$ cat config.mk
export PLATFORM = sky130hd
export DESIGN_NAME = low_side_driver_control
export DESIGN_NICKNAME = d
export VERILOG_FILES = /design/src/common/low_side_pkg.sv /design/src/hdl/low_side_driver_control.sv
export SDC_FILE = /design/constraint.sdc
export NUM_CORES = 1
export LEC_CHECK = 0
export ABC_AREA = 1
export BUFFER_PORTS_ARGS = -buffer_cell sky130_fd_sc_hd__buf_4
export CAP_MARGIN = 20
export CORE_MARGIN = 2
export CORE_UTILIZATION = 40
export DETAILED_ROUTE_END_ITERATION = 6
export PLACE_DENSITY = 0.7
export SYNTH_ARGS = -nofsm -noshare
export SYNTH_HDL_FRONTEND = slang
export SYNTH_SLANG_ARGS = --single-unit
$ cat constraint.sdc
create_clock -name core_clk_in -period 1.09 [get_ports core_clk_in]
set_input_delay 0.1635 -clock core_clk_in [delete_from_list [all_inputs] [get_ports core_clk_in]]
set_output_delay 0.1635 -clock core_clk_in [all_outputs]
set_load 0.01 [all_outputs]
$ cat src/common/low_side_pkg.sv
package low_side_pkg;

   // ------------------------------------------------------------------
   // Address map of the die link
   // ------------------------------------------------------------------
   localparam int ADDR_W = 10;
   localparam logic [ADDR_W-1:0] BLOCKING_BASE = 10'h200;
   localparam logic [ADDR_W-1:0] NON_BLOCKING_BASE = 10'h300;
   localparam logic [ADDR_W-1:0] CTRL_OFFSET = 10'h030;
   localparam logic [ADDR_W-1:0] STATUS_OFFSET = 10'h031;
   localparam logic [ADDR_W-1:0] KEY_OFFSET = 10'h032;

   // ------------------------------------------------------------------
   // Field layout
   // ------------------------------------------------------------------
   localparam int CTRL_DRV_LSB = 0;
   localparam int CTRL_PULSE_EN_LSB = 2;
   localparam int CTRL_PULSE_SEL_LSB = 4;
   localparam int CTRL_OT_IE_BIT = 7;
   localparam logic [7:0] CTRL_WRITE_MASK = 8'hbf;
   localparam logic [3:0] KEY_GRANT = 4'h5;

   // ------------------------------------------------------------------
   // Values after reset
   // ------------------------------------------------------------------
   localparam logic [7:0] CTRL_RESET = 8'h00;
   localparam logic [3:0] KEY_RESET = 4'h0;
   localparam logic [7:0] READ_IDLE = 8'h00;

   // ------------------------------------------------------------------
   // Carriers
   // ------------------------------------------------------------------
   typedef struct packed {
      logic wr;
      logic rd;
      logic [ADDR_W-1:0] addr;
      logic [7:0] wdata;
   } die_link_req_t;

   typedef struct packed {
      logic reg_one_ov;
      logic reg_two_ov;
      logic overtemp;
      logic [1:0] open_load;
      logic [1:0] current_limit;
   } analog_status_t;

endpackage : low_side_pkg

$ cat src/hdl/low_side_driver_control.sv
`timescale 1ns/100ps

module low_side_driver_control (
   // Clock and reset
   input wire logic core_clk_in,
   input wire logic rst_n_in,
   // Die link register access
   input wire low_side_pkg::die_link_req_t link_req_in,
   output logic [7:0] link_rdata_out,
   // Analog section and pulse channels
   input wire low_side_pkg::analog_status_t analog_in,
   input wire logic [1:0] pulse_ch_in,
   input wire logic normal_mode_in,
   // Voltage status and interrupt controller hooks
   input wire logic regulator_ov_irq_enable_in,
   input wire logic voltage_status_read_in,
   input wire logic low_side_irq_mask_in,
   // Drivers and indications
   output logic [1:0] driver_on_bits_out,
   output logic regulator_overvoltage_cond_out,
   output logic regulator_ov_irq_out,
   output logic overtemp_irq_flag_out,
   output logic low_side_irq_out
);

   // ------------------------------------------------------------------
   // Address decode
   // ------------------------------------------------------------------
   function automatic logic hit(input logic [low_side_pkg::ADDR_W-1:0] addr,
                                input logic [low_side_pkg::ADDR_W-1:0] offset);
      hit = (addr == low_side_pkg::BLOCKING_BASE + offset) ||
            (addr == low_side_pkg::NON_BLOCKING_BASE + offset);
   endfunction : hit

   logic wr_ctrl;
   logic wr_key;
   logic rd_ctrl;
   logic rd_status;
   logic rd_key;

   assign wr_ctrl = link_req_in.wr && hit(link_req_in.addr, low_side_pkg::CTRL_OFFSET);
   assign wr_key = link_req_in.wr && hit(link_req_in.addr, low_side_pkg::KEY_OFFSET);
   assign rd_ctrl = link_req_in.rd && hit(link_req_in.addr, low_side_pkg::CTRL_OFFSET);
   assign rd_status = link_req_in.rd && hit(link_req_in.addr, low_side_pkg::STATUS_OFFSET);
   assign rd_key = link_req_in.rd && hit(link_req_in.addr, low_side_pkg::KEY_OFFSET);

   // ------------------------------------------------------------------
   // Analog capture
   // ------------------------------------------------------------------
   low_side_pkg::analog_status_t analog_q;
   logic ov_prev_q;
   logic ot_prev_q;
   logic ov_now;
   logic ov_rise;
   logic ot_rise;

   always_ff @(posedge core_clk_in or negedge rst_n_in)
   begin
      if (!rst_n_in)
      begin
         analog_q <= '0;
         ov_prev_q <= 1'b0;
         ot_prev_q <= 1'b0;
      end
      else
      begin
         analog_q <= analog_in;
         ov_prev_q <= ov_now;
         ot_prev_q <= analog_q.overtemp;
      end
   end

   assign ov_now = analog_q.reg_one_ov | analog_q.reg_two_ov;
   assign ov_rise = ov_now & ~ov_prev_q;
   assign ot_rise = analog_q.overtemp & ~ot_prev_q;

   // ------------------------------------------------------------------
   // Control, key and shutdown state
   // ------------------------------------------------------------------
   logic [7:0] ctrl_q;
   logic [7:0] ctrl_d;
   logic [3:0] key_q;
   logic [3:0] key_d;
   logic unlocked_q;
   logic unlocked_d;
   logic ot_shut_q;
   logic ot_shut_d;
   logic [1:0] drv_q;
   logic [1:0] drv_d;

   always_comb
   begin
      ctrl_d = ctrl_q;
      key_d = key_q;
      unlocked_d = unlocked_q;
      ot_shut_d = ot_shut_q;
      if (wr_key)
      begin
         key_d = link_req_in.wdata[3:0];
         unlocked_d = (link_req_in.wdata[3:0] == low_side_pkg::KEY_GRANT);
      end
      if (ov_rise)
      begin
         key_d = low_side_pkg::KEY_RESET;
         unlocked_d = 1'b0;
      end
      if (wr_ctrl)
      begin
         ctrl_d = link_req_in.wdata & low_side_pkg::CTRL_WRITE_MASK;
         // Link writes move the enable bits only while unlocked
         if (!unlocked_q)
            ctrl_d[1:0] = ctrl_q[1:0];
         if (!analog_q.overtemp)
            ot_shut_d = 1'b0;
      end
      if (ov_now)
         ctrl_d[1:0] = 2'b00;
      if (analog_q.overtemp)
         ot_shut_d = 1'b1;
      drv_d = 2'b00;
      for (int i = 0; i < 2; i++)
      begin
         drv_d[i] = ctrl_q[low_side_pkg::CTRL_DRV_LSB + i] && unlocked_q &&
                    (key_q == low_side_pkg::KEY_GRANT) && !ov_now && !ot_shut_q &&
                    normal_mode_in;
         if (ctrl_q[low_side_pkg::CTRL_PULSE_EN_LSB + i])
            drv_d[i] = drv_d[i] &&
                       pulse_ch_in[ctrl_q[low_side_pkg::CTRL_PULSE_SEL_LSB + i]];
      end
   end

   always_ff @(posedge core_clk_in or negedge rst_n_in)
   begin
      if (!rst_n_in)
      begin
         ctrl_q <= low_side_pkg::CTRL_RESET;
         key_q <= low_side_pkg::KEY_RESET;
         unlocked_q <= 1'b0;
         ot_shut_q <= 1'b0;
         drv_q <= 2'b00;
      end
      else
      begin
         ctrl_q <= ctrl_d;
         key_q <= key_d;
         unlocked_q <= unlocked_d;
         ot_shut_q <= ot_shut_d;
         drv_q <= drv_d;
      end
   end

   assign driver_on_bits_out = drv_q;

   // ------------------------------------------------------------------
   // Status flags and interrupts
   // ------------------------------------------------------------------
   logic [1:0] open_load_q;
   logic [1:0] open_load_d;
   logic [1:0] cur_lim_q;
   logic [1:0] cur_lim_d;
   logic ov_cond_q;
   logic ov_irq_q;
   logic ov_irq_d;
   logic ot_flag_q;
   logic ot_flag_d;
   logic ls_irq_q;
   logic ls_irq_d;

   always_comb
   begin
      open_load_d = analog_q.open_load & drv_q;
      cur_lim_d = analog_q.current_limit;
      ov_irq_d = ov_irq_q;
      if (voltage_status_read_in)
         ov_irq_d = 1'b0;
      if (ov_rise && regulator_ov_irq_enable_in)
         ov_irq_d = 1'b1;
      ot_flag_d = ot_flag_q;
      if (rd_status)
         ot_flag_d = 1'b0;
      if (ot_rise)
         ot_flag_d = 1'b1;
      ls_irq_d = ot_flag_d && low_side_irq_mask_in;
   end

   always_ff @(posedge core_clk_in or negedge rst_n_in)
   begin
      if (!rst_n_in)
      begin
         open_load_q <= 2'b00;
         cur_lim_q <= 2'b00;
         ov_cond_q <= 1'b0;
         ov_irq_q <= 1'b0;
         ot_flag_q <= 1'b0;
         ls_irq_q <= 1'b0;
      end
      else
      begin
         open_load_q <= open_load_d;
         cur_lim_q <= cur_lim_d;
         ov_cond_q <= ov_now;
         ov_irq_q <= ov_irq_d;
         ot_flag_q <= ot_flag_d;
         ls_irq_q <= ls_irq_d;
      end
   end

   assign regulator_overvoltage_cond_out = ov_cond_q;
   assign regulator_ov_irq_out = ov_irq_q;
   assign overtemp_irq_flag_out = ot_flag_q;
   assign low_side_irq_out = ls_irq_q;

   // ------------------------------------------------------------------
   // Read data
   // ------------------------------------------------------------------
   logic [7:0] rdata_q;
   logic [7:0] rdata_d;

   always_comb
   begin
      rdata_d = low_side_pkg::READ_IDLE;
      if (rd_ctrl)
         rdata_d = ctrl_q;
      else if (rd_status)
         rdata_d = {analog_q.overtemp, 3'h0, cur_lim_q, open_load_q};
      else if (rd_key)
         rdata_d = {4'h0, key_q};
   end

   always_ff @(posedge core_clk_in or negedge rst_n_in)
   begin
      if (!rst_n_in)
         rdata_q <= low_side_pkg::READ_IDLE;
      else
         rdata_q <= rdata_d;
   end

   assign link_rdata_out = rdata_q;

   // ------------------------------------------------------------------
   // Assertions
   // ------------------------------------------------------------------
   a_key_grant_cause: assert property (
      @(posedge core_clk_in) disable iff (!rst_n_in)
      $rose(unlocked_q) |-> $past(wr_key && link_req_in.wdata[3:0] == 4'h5))
      else $error("unlock without correct key write");

   a_driver_needs_unlock: assert property (
      @(posedge core_clk_in) disable iff (!rst_n_in)
      driver_on_bits_out[0] |-> $past(ctrl_q[0] && unlocked_q))
      else $error("driver one on without enable and unlock");

   a_ov_clears_enables: assert property (
      @(posedge core_clk_in) disable iff (!rst_n_in)
      ov_now |=> ctrl_q[1:0] == 2'b00 && driver_on_bits_out == 2'b00)
      else $error("enables survive overvoltage");

   a_ov_cond_tracks: assert property (
      @(posedge core_clk_in) disable iff (!rst_n_in)
      ##1 regulator_overvoltage_cond_out == $past(ov_now))
      else $error("overvoltage condition bit does not track");

   a_ov_irq_enabled: assert property (
      @(posedge core_clk_in) disable iff (!rst_n_in)
      $rose(regulator_ov_irq_out) |-> $past(regulator_ov_irq_enable_in))
      else $error("overvoltage interrupt while disabled");

   a_ov_irq_read_clear: assert property (
      @(posedge core_clk_in) disable iff (!rst_n_in)
      voltage_status_read_in && !ov_rise |=> !regulator_ov_irq_out)
      else $error("overvoltage interrupt not cleared by read");

   a_ov_no_retrigger: assert property (
      @(posedge core_clk_in) disable iff (!rst_n_in)
      $rose(regulator_ov_irq_out) |-> $past(ov_now && !ov_prev_q))
      else $error("overvoltage interrupt without fresh event");

   a_open_load_off: assert property (
      @(posedge core_clk_in) disable iff (!rst_n_in)
      (open_load_q & ~$past(drv_q)) == 2'b00)
      else $error("open load reported for an off driver");

   a_ot_shutdown: assert property (
      @(posedge core_clk_in) disable iff (!rst_n_in)
      analog_q.overtemp |=> ##1 driver_on_bits_out == 2'b00)
      else $error("drivers on during overtemperature");

   a_ot_irq_mask: assert property (
      @(posedge core_clk_in) disable iff (!rst_n_in)
      low_side_irq_out |-> $past(low_side_irq_mask_in) && overtemp_irq_flag_out)
      else $error("overtemperature interrupt while masked");

   a_sleep_holds_off: assert property (
      @(posedge core_clk_in) disable iff (!rst_n_in)
      !normal_mode_in |=> driver_on_bits_out == 2'b00)
      else $error("driver on outside normal mode");

   a_ot_flag_clear: assert property (
      @(posedge core_clk_in) disable iff (!rst_n_in)
      rd_status && !ot_rise |=> !overtemp_irq_flag_out)
      else $error("status read did not clear overtemperature flag");

endmodule : low_side_driver_control

# [After elaboration in Yosys (flattened, before gate mapping)]
# Index checks and enable logic that the tools add are counted.
[word_totals] regBits=39 word_cells=87
[classes] order_cmp=2 n_eq_ne=8 n_mux=22 n_bitwise=6 n_reduce_logical=30
[ops] cell="$eq A10 B10 Y1 const B" count=6
[ops] cell="$logic_and A1 B1 Y1" count=19
[ops] cell="$mux W8" count=2
[ops] cell="$mux W1" count=14
[ops] cell="$mux W4" count=3
[ops] cell="$reduce_bool A2 Y1" count=5
[ops] cell="$eq A4 B3 Y1 const B" count=2
[ops] cell="$mux W2" count=3
[ops] cell="$lt A1 B2 Y1 const B" count=2
[ops] cell="$logic_or A1 B1 Y1" count=3
[ops] cell="$and A1 B1 Y1" count=2
[ops] cell="$and A2 B2 Y2" count=1
[ops] cell="$logic_not A1 Y1" count=2
[ops] cell="$not A1 Y1" count=2
[ops] cell="$reduce_and A2 Y1" count=1
[ops] cell="$or A1 B1 Y1" count=1

# [Logic depth before layout (Yosys ltp)]
# Gate-level depths: netlist of the first run.
[depth] depth_word=7 depth_mapped=8

# [Least setup slack after synthesis of the first run]
# Ideal clock, no wire load.
[synth_path] path_kind="reg2reg" start="register analog_q[5] in the netlist's numbering" end="register key_q[3]" setup_ps=83 t_arrival_ps=961 required_time_ps=1007 path_slack_ps=46 stages_incl_launch_ff=6 path_buffers=0 period_less_slack_ps=1044 cell_sequence="dfrtp_1 nor2_1 nor2_1 inv_1 o21ai_1 o21ai_0"
[synth_via] elab_chain_cells=3 elab_cells_between_ends=4 classes_between="1 x mux; 2 x bitwise; 1 x reduce/logical"
[synth_rtl] item="from (decl)" line_no="low_side_driver_control.sv:50" source="low_side_pkg::analog_status_t analog_q;"
[synth_rtl] item="from (signal assigned)" line_no="low_side_driver_control.sv:67" source="analog_q <= analog_in;"
[synth_rtl] item="$or A1 B1 Y1 *" line_no="low_side_driver_control.sv:73" source="assign ov_now = analog_q.reg_one_ov | analog_q.reg_two_ov;"
[synth_rtl] item="$and A1 B1 Y1 *" line_no="low_side_driver_control.sv:74" source="assign ov_rise = ov_now & ~ov_prev_q;"
[synth_rtl] item="$mux W4 or $reduce_bool A2 Y1 (tied branches)"
[synth_rtl] item="to (signal assigned)" line_no="low_side_driver_control.sv:137" source="key_q <= low_side_pkg::KEY_RESET;"
[synth_rtl] item="to (signal assigned)" line_no="low_side_driver_control.sv:145" source="key_q <= key_d;"
[synth_rtl] item="to (decl)" line_no="low_side_driver_control.sv:82" source="logic [3:0] key_q;"
# Every way passes the cells marked *; elsewhere a longest branch is shown, timed or not.
# A chain may end at the register's enable or synchronous reset.

# [Final worst setup path of the first run]
[layout_path] start="register analog_q[6] in the netlist's numbering" end="register drv_q[1], in the netlist driver_on_bits_out[1]"
[layout_via] elab_chain_cells=7
[layout_rtl] item="$or A1 B1 Y1 *" line_no="low_side_driver_control.sv:73"
[layout_rtl] item="$logic_not A1 Y1 *" line_no="low_side_driver_control.sv:124" source="(key_q == low_side_pkg::KEY_GRANT) && !ov_now && !ot_shut_q &&"
[layout_rtl] item="$logic_and A1 B1 Y1 * (3 in series)" line_no="low_side_driver_control.sv:124"
[layout_rtl] item="$logic_and A1 B1 Y1" line_no="low_side_driver_control.sv:127" source="drv_d[i] = drv_d[i] &&"
[layout_rtl] item="$mux W1 *" line_no="low_side_driver_control.sv:126" source="if (ctrl_q[low_side_pkg::CTRL_PULSE_EN_LSB + i])"
[layout_rtl] item="named net drv_d[1]" line_no="low_side_driver_control.sv:89" source="logic [1:0] drv_d;"
[layout_rtl] item="to (signal assigned)" line_no="low_side_driver_control.sv:148" source="drv_q <= drv_d;"
[layout_rtl] item="to (decl)" line_no="low_side_driver_control.sv:88" source="logic [1:0] drv_q;"
# The timed path passes the listed nets; every way through them passes the cells marked *.

==> results.md, run 1 <==
* Sink Count at 38
* Number of core rows at 22
* First-pass GRT wire length at 5090 um
* Fill cells at 340
* Setup violations, final at 1
* Average wire per standard cell at 11.2 um
* Die area at 4380 um^2
* Final Wtd Congestion at ~0.82
* Initial antenna violation count at 0
* Hold Path Stages at 2
* Flop pwr share at 0.500
* NetSw at 0.000593 W
* Congestion Overflow GR at 0
* Comb power frac at 0.091
* Pint at 0.00232 W
* Final Core Density at 0.608
* Via count of the first global-routing pass at 1,193
* Critical Path Max Stage Delay at between 0.3 and 0.4 ns
* Max Clk Rate at 0.883 GHz
* Share of layout cells above drive strength 1 at 0.356
* CTS tree: yes
* Setup TNS at -0.0431 ns
* Post-DP HPWL at 2260 um
* Syn_nets at between 150 and 200
* Core Region at around 3700 um^2
* RSZ-0062 raised after global routing: yes
* # IOs at 49
* MaxCap Viol Count at 0
* Crit-path cells: nor2_2 > buf_6 > nand4_1 > nor3_2
* Cell variety after synth at 24
* Layout Nets at about 270
* DRT antenna net count at 0
* Total GRT Usage at 0.158
* Synthesis Warnings at 0
* Die W at 66.2 um
* Routed vias/inst at between 4 and 5
* Fin. Hold Viols at 0
* Setup crit end kind: flop
* Total power draw at 0.00291 W
* LEAKAGE at 1.17 nW
* CTS Buf Count at 5
* Largest net degree at the start of global routing at 39
* Pwr Density at 1300 nW/um^2
* Clk buf depth at 2
* Worst Skew at ~0.0048 ns
* Clk Latency, worst-skew pair at 0.28 ns
* Initial DRC Count at 69
* Starting Density at 0.419
* Via count at 1,266
* Peak supply drop at 0.845 mV
* Clk pin slew, worst setup/hold paths at around 0.070 ns
* Top cells by area, synth: dfrtp_1 (61%), nand2_1 (8.5%), inv_1 (4.9%)
* Area growth syn-to-layout at 44.9%
* Status: finished, violations left
* Crit start category: flop
* Drt pass-1 iters at 4
* Yosys top cell area share at 0.615
* Worst Hold Class: input pin to flop
* Commonest non-fill, non-tap cell in the layout: buf_4
* Post-Syn Area at 1550 um^2
* Cells on worst reg2reg path at 4
* Violated checks: setup timing
* #FFs+latches synth at 38
* Crit path required time at 1.29 ns
* DRC Markers at 0
* Fin crit period at 1.13 ns
* Wirelength, routed at ~3200 um
* Syn_area_per_cell at 9.49 um^2
* Sequential-to-total area share from yosys stat at 0.615
* CP arrival at 1.33 ns
* Worst Path Class, Setup: flop to flop
* Worst Path Max Fanout at 4
* Final WS setup at -0.0431 ns
* N_diodes at 0
* Share of power burned in the clock network at 0.409
* Sw frac at 0.204
* Slew Limit Fails at 0
* H-tree lvl count at 2
* Input/output buffers at between 40 and 50
* Post-synthesis instance total at between 150 and 200
* Most frequent cells in the layout: buf_4 (53), dfrtp_1 (38), nand2_1 (35), inv_1 (20), nand3_1 (15)
* Clk root buf: clkbuf_8
* Final worst path period share at 1.04
* Die Span Y at 66.2 um
* Area leader, netlist: dfrtp_1
* Crit-path slowest cell: dfrtp_1
[layout make-up]
class	instances	area, um^2	share of cell area
clock buffer	6	82.6	0.0369
clock inverter	1	30.0	0.0134
multi-input combinational	99	512	0.228
tap	48	60.1	0.0268
timing repair buffer	64	512	0.228
inverter	25	93.8	0.0419
sequential	38	951	0.424
[worst max-delay path: cells and delay by family, from the launching register on]
| kind | cells | cell delay [ns] |
|---|---|---|
| and+or+nand+nor | 3 | 0.54 |
| buffers and inverters | 1 | 0.13 |
| DFF | 1 | 0.37 |
[layer usage]
metal / GRT usage / wire length (um)
met3: 0.0443 / 173
met1: 0.202 / 1410
met2: 0.250 / 1530
met5: 0 / 0
met4: 0.0689 / 47
[synth_stat cells]
cell type   n
or2_0       1
conb_1      1
nand3_2     2
o21ai_0     9
nand3_1    15
inv_1      20
nand2_1    35
nand2_2     3
inv_2       5
or2_2       1
o21ai_1     4
nand3_4     1
nor2_1     13
nand4_1     2
nor2_8      1
o211ai_1    1
a21oi_1     2
nor3_1      4
dfrtp_1    38
nor2_4      1
a31oi_1     1
buf_4       1
a21boi_0    1
nor2_2      1
[through the flow]
stage	setup WS, ns	hold slack [ns]	instance area (um^2)	std cells
detailed placement	-0.0844	0.148	2010	265
global route	-0.127	0.0955	2240	281
global placement	-0.0713	0.155	2010	265
finish	-0.0431	0.0713	2240	281
floorplan	0.0463	-0.132	1550	163
CTS	-0.0197	0.0702	2210	280
[cell families after synthesis]
kind of cell	count (synthesis)	synth area share
AND/OR/NAND/NOR	80	0.255
flip-flops	38	0.615
other	1	0.00242
buffers and inverters	26	0.0655
AO/OA/AOI/OAI	18	0.0623
[path summary, 6_finish.rpt]
check                      slack (ns)              startpoint                    end
min in group asynchronous        0.37                rst_n_in      link_rdata_out[7]
setup reg to reg                -0.04             analog_q[6]  driver_on_bits_out[1]
setup / recovery                -0.04             analog_q[6]  driver_on_bits_out[1]
hold reg to reg                  0.34            cur_lim_d[1]           cur_lim_q[1]
hold / removal                   0.07  voltage_status_read_in   regulator_ov_irq_out
max in group asynchronous        0.40                rst_n_in              ot_shut_q
[sequential cells by signal (all words and copies together), names as in the netlist]
name and count:
open_load_q 2, key_q 4, cur_lim_d 2, ot_prev_q 1, low_side_irq_out 1, driver_on_bits_out 2, link_rdata_out 7, analog_q 5
cur_lim_q 2, overtemp_irq_flag_out 1, regulator_overvoltage_cond_out 1, ot_shut_q 1, unlocked_q 1, ctrl_q 7, regulator_ov_irq_out 1
[what timing repair did]
action / 4_1_cts / 5_1_grt
hold buffers: 8 / 0
endpoints found under the hold margin: 45 / 0
resized for setup: 2 / 8
endpoints found under the setup margin: 5 / 9
setup buffers: 0 / 1
pin swaps: 0 / 3
[power by group through the flow]
stage	registers (W)	logic (W)	clock network [W]
finish	0.00146	0.000265	0.00119
global route	0.00146	0.000293	0.00128
CTS	0.00146	0.000260	0.00121
detailed placement	0.00148	0.000235	0
global placement	0.00148	0.000232	0
floorplan	0.00148	0.0000624	0
Power figures use the tool's default switching activity.
==> inputs of run 2 (changes only) <==
--- a/config.mk
+++ b/config.mk
@@ -11,7 +11,8 @@
 export CORE_MARGIN = 2
 export CORE_UTILIZATION = 40
 export DETAILED_ROUTE_END_ITERATION = 6
-export PLACE_DENSITY = 0.7
+export PLACE_DENSITY = 0.67
 export SYNTH_ARGS = -nofsm -noshare
 export SYNTH_HDL_FRONTEND = slang
 export SYNTH_SLANG_ARGS = --single-unit
+export TNS_END_PERCENT = 50
==> constraint.sdc (replaced) <==
create_clock -name core_clk_in -period 1.2 [get_ports core_clk_in]
set_input_delay 0.06 -clock core_clk_in [delete_from_list [all_inputs] [get_ports core_clk_in]]
set_output_delay 0.06 -clock core_clk_in [all_outputs]
set_load 0.01 [all_outputs]
==> results.md, run 2 (synthesis gave the netlist of run 1 again) <==
* Status: finished clean
* Critical Path Max Stage Delay at 0.38 ns
* Placed cell count at between 200 and 300
* CTS tree: yes
* CTS Buf Count at 5
* Starting Density at 0.419
* Worst Path Max Fanout at 4
* CP arrival at 1.24 ns
* Setup TNS at 0 ns
* Share of layout cells above drive strength 1 at 0.297
* Postcts setup bufs at 0
* Crit-path cells: nor2_1 > inv_1 > o21ai_1 > o21ai_0
* RSZ-0062 raised after global routing: no
* N_diodes at 0
* DRC Markers at 0
* Via count of the first global-routing pass at 1,231
* Sequential cell area at 951 um^2
* Placement Setup Slack at 0.102 ns
* Final worst path period share at 0.896
* Peak supply drop at about 0.74 mV
* Total GRT Usage at 0.170
* MaxCap Viol Count at 0
* Fin. Hold Viols at 0
* Clk buf depth at 2
* Slew Limit Fails at 0
* Sink Count at 38
* Layout Nets at 263
* Setup violations, final at 0
* Initial DRC Count at 46
* LEAKAGE at 1.13 nW
* Share of power burned in the clock network at 0.360
* Worst Skew at 0.00595 ns
* NetSw at 0.000526 W
* Multi-input logic area at approximately 490 um^2
* Crit path required time at 1.37 ns
* Clk pin slew, worst setup/hold paths at 0.07 ns
* Input/output buffers at 45
* Initial antenna violation count at 0
* Most frequent cells in the layout: buf_4 (46), dfrtp_1 (38), nand2_1 (35), inv_1 (20), nand3_1 (15)
* Post-CTS Resized at 0
* Largest net degree at the start of global routing at 39
* Wirelength, routed at 3120 um
* Worst Path Class, Setup: flop to flop
* Max Clk Rate at 0.930 GHz
* Die Span Y at 66.2 um
* Drt pass-1 iters at 4
* DRT antenna net count at 0
* Fin crit period at 1.08 ns
* Commonest non-fill, non-tap cell in the layout: buf_4
* First-pass GRT wire length at 5380 um
* Core Region at 3690 um^2
* Pwr Density at between 1000 and 1500 nW/um^2
* Post-DP HPWL at around 2300 um
* Clk root buf: clkbuf_8
* Worst Hold Class: input pin to flop
* Sw frac at 0.217
* Crit-path slowest cell: dfrtp_1
* Final Wtd Congestion at 0.844
* Final WS setup at 0.125 ns
* Comb power frac at 0.095
* # IOs at 49
* Fill cells at approximately 330
* Average wire per standard cell at 11.3 um
* Crit start category: flop
* Clk Latency, worst-skew pair at 0.29 ns
* Buf/Inv on CP at 1
* Area growth syn-to-layout at 40.0%
* Die area at 4380 um^2
* CP delay by family, top: flip-flops
* Routed vias/inst at 4.57
* Setup crit end kind: flop
* Die W at 66.2 um
* H-tree lvl count at 2
* Flop pwr share at 0.546
* Via count at 1,267
* Pint at 0.00190 W
* Number of core rows at 22
* Layout Cells excl Fill at 277
* Congestion Overflow GR at 0
-- run 2: layout make-up --
type                       count  area share
inverter                      25      0.0433
timing repair buffer          59       0.220
clock buffer                   7      0.0399
tap                           48      0.0277
multi-input combinational     99       0.228
clock inverter                 1     0.00231
sequential                    38       0.439
-- run 2: path summary, 6_finish.rpt --
kind	startpoint	cells after the start	endpoint	slack, ns
worst min-delay path	link_req_in[2]	3	key_q[2]	0.01
max in group asynchronous	rst_n_in	2	ot_shut_q	0.60
worst max-delay path	regulator_overvoltage_cond_out	4	key_q[1]	0.12
worst min register to register	cur_lim_d[1]	0	cur_lim_q[1]	0.35
worst max register to register	regulator_overvoltage_cond_out	4	key_q[1]	0.12
min in group asynchronous	rst_n_in	2	analog_q[2]	0.27
-- run 2: metal layers --
layer / up-vias / global-route usage / wire length, um
li1: 639 / - / -
met1: 585 / 0.219 / 1380
met2: 39 / 0.271 / 1510
met3: 4 / 0.0409 / 179
met4: 0 / 0.0765 / 48
met5: - / 0 / 0
-- run 2: power groups by stage --
stage,clock [W],combinational [W],sequential [W]
floorplan,0,0.0000567,0.00135
global placement,0,0.000195,0.00135
detailed placement,0,0.000197,0.00135
CTS,0.000897,0.000231,0.00132
global route,0.000967,0.000256,0.00132
finish,0.000871,0.000229,0.00132
-- run 2: worst reg2reg max path, stage by stage, from the launching register on --
cell	delay (ns)
dfrtp_1	0.38
nor2_1	0.21
inv_1	0.12
o21ai_1	0.13
o21ai_0	0.11
-- run 2: repair_timing --
| item | 4_1_cts | 5_1_grt |
|---|---|---|
| hold endpoints to repair | 49 | 0 |
| setup endpoints to repair | 0 | 0 |
| hold buffers | 13 | 0 |
-- run 2: through the flow --
stage,util,total power (W),hold slack [ns],cell area (um^2)
after floorplan,-,0.00140,-0.236,1550
after global placement,0.527,0.00154,0.0462,1940
after detailed placement,0.527,0.00154,0.0472,1940
after CTS,0.587,0.00245,0.00883,2170
after global routing,0.587,0.00255,0.0166,2170
final,0.587,0.00242,0.0146,2170
